## src/hw/clock_divisor_map.vh

```
/*
 * register map and field layout of the clock divisor control block.
 * assumes a 32-bit classic wishbone slave with word-aligned byte addresses.
 */
`ifndef CLOCK_DIVISOR_MAP_VH
`define CLOCK_DIVISOR_MAP_VH

// byte offsets
`define CDC_CTRL_OFFSET    8'h00
`define CDC_STATUS_OFFSET  8'h04

// control register fields
`define CDC_RECOVER_BIT    15
`define CDC_RATIO_MSB      14
`define CDC_RATIO_LSB      12
`define CDC_REDUCE_EN_BIT  11
`define CDC_RCDIV_MSB      10
`define CDC_RCDIV_LSB      8
`define CDC_POST_MSB       7
`define CDC_POST_LSB       6
`define CDC_UNUSED_BIT     5
`define CDC_PRE_MSB        4
`define CDC_PRE_LSB        0

// control register reset value and writable bit mask
`define CDC_CTRL_RESET     16'h3040
`define CDC_CTRL_WMASK     16'hFFDF

// pll output divider codes
`define CDC_POST_DIV2      2'h0
`define CDC_POST_DIV4      2'h1
`define CDC_POST_RSVD      2'h2
`define CDC_POST_DIV8      2'h3

// divider count width, wide enough for a divisor of 256
`define CDC_DIV_W          9

`endif

```

## src/hw/clock_divider.v

```verilog
/*
 * one-cycle enable divider: passes every n-th input tick as an output tick.
 * assumes a synchronised active-low reset and a divisor of at least 1.
 */
`timescale 1ns/1ps
module clock_divider #(
   parameter W = 9
) (
   // clock and reset
   input  wire         clk_i,
   input  wire         rst_n_i,
   // source tick and divisor
   input  wire         tick_i,
   input  wire [W-1:0] div_i,
   // divided tick
   output reg          tick_o
);

   reg  [W-1:0] count;
   wire [W-1:0] last;
   wire         wrap;

   assign last = div_i - {{(W-1){1'b0}}, 1'b1};
   // a divisor shrunk below the running count wraps at once instead of running to the top
   assign wrap = (count >= last);

   always @(posedge clk_i or negedge rst_n_i) begin
      if (!rst_n_i) begin
         count  <= {W{1'b0}};
         tick_o <= 1'b0;
      end else begin
         tick_o <= tick_i & wrap;
         if (tick_i) begin
            if (wrap) begin
               count <= {W{1'b0}};
            end else begin
               count <= count + {{(W-1){1'b0}}, 1'b1};
            end
         end
      end
   end

endmodule

```

## src/hw/clock_divisor_control.v

```verilog
/*
 * clock divisor control register with its peripheral, rc and pll dividers,
 * reached over a classic wishbone slave.
 * assumes one clock clk_i; the rc oscillator and pll reference/output arrive
 * as one-cycle enable ticks on this clock; irq_i pulses on any interrupt.
 */
// The placing of the registers and the Wishbone interface to the registers were decided locally.
`timescale 1ns/1ps
`include "clock_divisor_map.vh"
module clock_divisor_control #(
   parameter ADR_W = 8
) (
   // clock and reset
   input  wire             clk_i,
   input  wire             nrst_i,
   // wishbone slave
   input  wire             cyc_i,
   input  wire             stb_i,
   input  wire             we_i,
   input  wire [ADR_W-1:0] adr_i,
   input  wire [3:0]       sel_i,
   input  wire [31:0]      dat_i,
   output reg  [31:0]      dat_o,
   output reg              ack_o,
   // source ticks and interrupt event
   input  wire             irq_i,
   input  wire             rc_tick_i,
   input  wire             pll_ref_tick_i,
   input  wire             pll_out_tick_i,
   // divided ticks
   output wire             periph_tick_o,
   output wire             rc_div_tick_o,
   output wire             pll_ref_div_tick_o,
   output wire             pll_out_div_tick_o,
   // live control levels
   output reg              reduction_active_o
);

   localparam W = `CDC_DIV_W;

   // reset release through two flip-flops
   reg rst_meta;
   reg rst_n;

   always @(posedge clk_i or negedge nrst_i) begin
      if (!nrst_i) begin
         rst_meta <= 1'b0;
         rst_n    <= 1'b0;
      end else begin
         rst_meta <= 1'b1;
         rst_n    <= rst_meta;
      end
   end

   // power-of-two divisor from a three-bit code
   function [W-1:0] pow2_div;
      input [2:0] code;
      begin
         pow2_div = {{(W-1){1'b0}}, 1'b1} << code;
      end
   endfunction

   // rc postscaler: top code jumps to 256
   function [W-1:0] rc_div;
      input [2:0] code;
      begin
         if (code == 3'h7) begin
            rc_div = 9'h100;
         end else begin
            rc_div = pow2_div(code);
         end
      end
   endfunction

   // pll output divider; the reserved code holds the default ratio
   function [W-1:0] post_div;
      input [1:0] code;
      begin
         case (code)
            `CDC_POST_DIV2: post_div = 9'h002;
            `CDC_POST_DIV4: post_div = 9'h004;
            `CDC_POST_DIV8: post_div = 9'h008;
            default:        post_div = 9'h004;
         endcase
      end
   endfunction

   // byte-lane merge of a write into a 16-bit register
   function [15:0] lane_merge;
      input [15:0] old;
      input [15:0] wr;
      input [1:0]  sel;
      begin
         lane_merge[7:0]  = sel[0] ? wr[7:0]  : old[7:0];
         lane_merge[15:8] = sel[1] ? wr[15:8] : old[15:8];
      end
   endfunction

   // control register
   reg  [15:0] ctrl;
   reg  [15:0] next_ctrl;
   // sticky flag: reserved pll output code was written
   reg         rsvd_seen;
   reg         next_rsvd_seen;

   wire        req;
   wire        hit_ctrl;
   wire        hit_status;
   wire        wr_ctrl;
   wire [15:0] merged;

   assign req        = cyc_i & stb_i & ~ack_o;
   assign hit_ctrl   = (adr_i == `CDC_CTRL_OFFSET);
   assign hit_status = (adr_i == `CDC_STATUS_OFFSET);
   assign wr_ctrl    = req & we_i & hit_ctrl;
   assign merged     = lane_merge(ctrl, dat_i[15:0], sel_i[1:0]);

   wire        recover = ctrl[`CDC_RECOVER_BIT];
   wire [2:0]  ratio   = ctrl[`CDC_RATIO_MSB:`CDC_RATIO_LSB];
   wire        reduce  = ctrl[`CDC_REDUCE_EN_BIT];
   wire [2:0]  rcdiv   = ctrl[`CDC_RCDIV_MSB:`CDC_RCDIV_LSB];
   wire [1:0]  post    = ctrl[`CDC_POST_MSB:`CDC_POST_LSB];
   wire [4:0]  pre     = ctrl[`CDC_PRE_MSB:`CDC_PRE_LSB];

   always @* begin
      next_ctrl      = ctrl;
      next_rsvd_seen = rsvd_seen;
      if (wr_ctrl) begin
         next_ctrl = merged & `CDC_CTRL_WMASK;
         if (sel_i[0] && merged[`CDC_POST_MSB:`CDC_POST_LSB] == `CDC_POST_RSVD) begin
            next_rsvd_seen = 1'b1;
         end
      end
      // interrupt recovery wins over a write in the same cycle
      if (irq_i && recover) begin
         next_ctrl[`CDC_REDUCE_EN_BIT] = 1'b0;
      end
      if (req && !we_i && hit_status) begin
         next_rsvd_seen = 1'b0;
      end
   end

   always @(posedge clk_i or negedge rst_n) begin
      if (!rst_n) begin
         ctrl      <= `CDC_CTRL_RESET;
         rsvd_seen <= 1'b0;
      end else begin
         ctrl      <= next_ctrl;
         rsvd_seen <= next_rsvd_seen;
      end
   end

   // effective peripheral divisor
   wire [W-1:0] periph_div;
   assign periph_div = reduce ? pow2_div(ratio) : {{(W-1){1'b0}}, 1'b1};

   // wishbone answer one cycle after the request, read data registered
   reg [31:0] next_dat;

   always @* begin
      next_dat = 32'h0000_0000;
      if (hit_ctrl) begin
         next_dat = {16'h0000, ctrl};
      end else if (hit_status) begin
         next_dat = {7'h00, rsvd_seen, 7'h00, periph_div, 8'h00};
      end
   end

   always @(posedge clk_i or negedge rst_n) begin
      if (!rst_n) begin
         ack_o              <= 1'b0;
         dat_o              <= 32'h0000_0000;
         reduction_active_o <= 1'b0;
      end else begin
         ack_o              <= req;
         reduction_active_o <= next_ctrl[`CDC_REDUCE_EN_BIT];
         if (req && !we_i) begin
            dat_o <= next_dat;
         end else begin
            dat_o <= 32'h0000_0000;
         end
      end
   end

   // peripheral clock from the instruction clock
   clock_divider #(.W(W)) u_periph (
      .clk_i   (clk_i),
      .rst_n_i (rst_n),
      .tick_i  (1'b1),
      .div_i   (periph_div),
      .tick_o  (periph_tick_o)
   );

   // rc oscillator postscaler
   clock_divider #(.W(W)) u_rc (
      .clk_i   (clk_i),
      .rst_n_i (rst_n),
      .tick_i  (rc_tick_i),
      .div_i   (rc_div(rcdiv)),
      .tick_o  (rc_div_tick_o)
   );

   // pll input prescaler: code plus two
   clock_divider #(.W(W)) u_pre (
      .clk_i   (clk_i),
      .rst_n_i (rst_n),
      .tick_i  (pll_ref_tick_i),
      .div_i   ({4'h0, pre} + 9'h002),
      .tick_o  (pll_ref_div_tick_o)
   );

   // pll output postscaler
   clock_divider #(.W(W)) u_post (
      .clk_i   (clk_i),
      .rst_n_i (rst_n),
      .tick_i  (pll_out_tick_i),
      .div_i   (post_div(post)),
      .tick_o  (pll_out_div_tick_o)
   );

endmodule

```

## config.mk

```make
export PLATFORM = sky130hd
export DESIGN_NAME = clock_divisor_control
export DESIGN_NICKNAME = d
export VERILOG_FILES = /design/src/hw/clock_divider.v /design/src/hw/clock_divisor_control.v
export VERILOG_INCLUDE_DIRS = /design/src /design/src/hw
export SDC_FILE = /design/constraint.sdc
export NUM_CORES = 1
export LEC_CHECK = 0
export BUFFER_PORTS_ARGS = -buffer_cell sky130_fd_sc_hd__buf_2
export CELL_PAD_IN_SITES_DETAIL_PLACEMENT = 1
export CELL_PAD_IN_SITES_GLOBAL_PLACEMENT = 2
export CORE_MARGIN = 10
export CORE_UTILIZATION = 33
export DETAILED_ROUTE_END_ITERATION = 10
export GPL_TIMING_DRIVEN = 0
export PLACE_DENSITY = 0.82
export SETUP_SLACK_MARGIN = 0.02
export SYNTH_ARGS = -nofsm -noshare
export SYNTH_HDL_FRONTEND = slang
export SYNTH_SLANG_ARGS = --single-unit
```

## constraint.sdc

```tcl
create_clock -name clk_i -period 3.1 [get_ports clk_i]
set_input_delay 0.775 -clock clk_i [delete_from_list [all_inputs] [get_ports clk_i]]
set_output_delay 0.775 -clock clk_i [all_outputs]
set_load 0.01 [all_outputs]
```

==> impl_results.md <==
- Outcome: complete, no violations
- Hold WC Path Type: reg -> async
- Adder-cell area share of the yosys netlist: 10.04%
- Crit Path Max Fanout: 10
- Critical path endpoint category: flop
- Largest net degree at the start of global routing: 64
- Routed len/inst: 15.74 um
- Residual DRC count: 0
- CP startpoint kind: flop
- Worst skew pair latency: 0.34 ns
- Count of state elements after synthesis: 75
- PwrDens: 614.1 nW/um2
- Clock Path Buffers: 2
- Area of the mapped netlist: 3988 um2
- Die Ht: 129.9 um
- Htree depth: 3
- Core Rows: 40
- Fin. Hold Viols: 0
- Num CTS Buffers: 9
- Post-synthesis sequential area ratio: 47.16%
- Initial core utilization: 33.48%
- Vias/cell: 4.848
- I/O pin count: 91
- CTS tree: yes
- Initial drt markers: 64
- Compound-Gate Fraction of Synth Area: 9.602%
- CTS sink cnt: 75
- RD Place Congestion: 0.7763
- Initial antenna violation count: 0
- Setup Viol. Count Final: 0
- Largest family of logic cells by synthesized area: simple AND/OR/NAND/NOR gates
- Gr ovfl total: 0
- Asr flop ratio synth: 100.0%
- Tmin final: 2.891 ns
- Avg Inst Size Synth: 10.02 um2
- EDFF count, synth: 0
- Area of the core: 11910 um2
- Reg clk slew, reported paths: 0.06 ns
- Total global-route track usage: 12.45%
- Worst Path Required: 3.33 ns
- DRT antenna net count: 0
- Diode count: 0
- Clock skew: 0.006406 ns
- # placed instances: 617
- Tcrit/Tclk final: 93.27%
- Worst R2R Path Depth: 13
- Synth Area in XOR/XNOR: 3.734%
- CP arrival: 3.12 ns
- Vias: 3069
- Worst setup margin: 0.2087 ns
- CTS root buffer: clkbuf_16
- Count of pins over their slew limit: 0
- Synth Instances: 398
- Most common cell after layout, fill and taps aside: dfrtp_1
- CP Class: reg -> reg
- Overall routed net length: 9.965 mm
- Yosys warnings: 0
- First-pass GRT wire length: 16.80 mm
- Maxcap violations: 0
- Die X: 129.9 um
- Count of non-filler cells in the finished layout: 633
- Port-buffer cells: 54
- DR pass1 iterations: 4
- Place WS: -0.5428 ns
- Area growth from synthesis to layout: 23.19%
- Mux cell area share after synthesis: 4.738%
- Static leakage: 0.002419 uW
- Post-synthesis simple-gate area fraction: 18.58%
- Nets: 566
- Power, Total: 3017 uW
- Most frequent cells in the layout: 71 x dfrtp_1, 55 x buf_2, 46 x nor2_1
- Share of cells above drive strength 1: 24.69%
- Vias in the first global route: 3342
- Prevailing post-synth register cell: dfrtp_1
- Max VDD drop: 0.0002279 V
- Worst-Margin Slew: 1.118 ns
- Slew headroom: 24.87%
- Yosys cell types: 49
- Dpl hpwl: 7.650 mm
- Die ar.: 16880 um2
- Fmax: 0.3459 GHz
[repair_timing]
action	CTS	global route
gates resized for setup	4	9
setup buffers	1	0
gates cloned	0	0
setup endpoints to repair	10	11
hold buffers	0	0
pin swaps	1	0
[per-stage QoR]
step / TNS, ns / instance area, um2 / util [%] / hold slack (ns)
3_5_place_dp: -5.131 / 4537 / 38.09 / 0.1703
5_1_grt: -0.1231 / 4912 / 41.24 / 0.1768
4_1_cts: 0 / 4883 / 41.00 / 0.1714
2_1_floorplan: 0 / 4051 / - / 0.3312
3_3_place_gp: -7.111 / 4506 / 37.83 / 0.3394
6_report: 0 / 4912 / 41.24 / 0.1617
[cell usage after synthesis, drive strengths merged, types with 4 or more instances]
| cell type | number | area [um2] |
|---|---|---|
| and2 | 10 | 62.56 |
| nor4 | 5 | 46.29 |
| o21ai | 19 | 95.09 |
| nor2b | 8 | 50.05 |
| nor2 | 46 | 172.7 |
| a31oi | 7 | 43.79 |
| clkbuf | 10 | 37.54 |
| ha | 32 | 400.4 |
| nand4 | 4 | 25.02 |
| inv | 20 | 75.07 |
| nand3 | 28 | 140.1 |
| dfrtp | 72 | 1802 |
| nor3 | 5 | 25.02 |
| buf | 17 | 125.1 |
| nand2 | 25 | 96.35 |
| a21oi | 11 | 55.05 |
| mux2 | 15 | 168.9 |
| xnor2 | 7 | 61.31 |
| xor2 | 10 | 87.58 |
[final cells by class]
type / count / area, um2
Multi-Input combinational cell: 293 / 1983
Buffer: 26 / 163.9
Tap cell: 147 / 183.9
Sequential cell: 75 / 1884
Clock inverter: 6 / 65.06
Clock buffer: 10 / 239.0
Inverter: 20 / 75.07
Fill cell: 1385 / 6999
Timing Repair Buffer: 56 / 317.8
[sequential cells by signal, summed over array words and instances (netlist names), 9 cells and up]
name	cells
u_rc.count	9
dat_o	16
u_post.count	9
ctrl	15
u_periph.count	9
u_pre.count	9
[where the power goes]
part	leakage (uW)	total [uW]	internal [uW]	switching (uW)
clock network	0.000148	1070	645	424
registers	0.00101	1210	1090	122
logic	0.00126	736	321	415
total	0.00242	3020	2060	961
[metal layers]
| layer | share of wire (%) | track usage, % | vias up |
|---|---|---|---|
| met1 | 46 | 15.16 | 1483 |
| met4 | 1.6 | 5.423 | 0 |
| met3 | 6.1 | 3.489 | 14 |
| met2 | 46 | 20.19 | 55 |
| met5 | 0 | 0 | - |
| li1 | - | - | 1517 |
[worst paths after layout]
kind	startpoint	endpoint	slack [ns]
worst max-delay path	ctrl[14]	u_periph.count[6]	0.21
worst min register to register	rst_n	u_post.tick_o	0.16
max in group asynchronous	rst_n	ctrl[6]	2.36
worst min-delay path	rst_n	u_post.tick_o	0.16
min in group clk_i	rst_meta	rst_n	0.36
worst max register to register	ctrl[14]	u_periph.count[6]	0.21
[kinds of logic (layout without fill, tap and decap cells)]
group,count (synthesis),after routing
AO/OA/AOI/OAI,60,60
adder cells (fa/ha/maj),32,32
buffers and inverters,47,118
XOR/XNOR,17,17
AND/OR/NAND/NOR,148,148
multiplexers,17,17
other,2,19
flip-flops,75,75
[worst max-delay path, stage by stage (launching register included)]
cell and delay [ns]:
dfrtp_1 0.37, clkbuf_2 0.17, nor2_1 0.18, nand3_2 0.14, ha_4 0.23, nand3b_1 0.17
a21oi_2 0.14, a21oi_1 0.07, ha_1 0.30, nand4_1 0.11, or3_4 0.41, a32oi_4 0.26
buf_12 0.15, nor2_1 0.05
(Power assumes the default switching activity.)
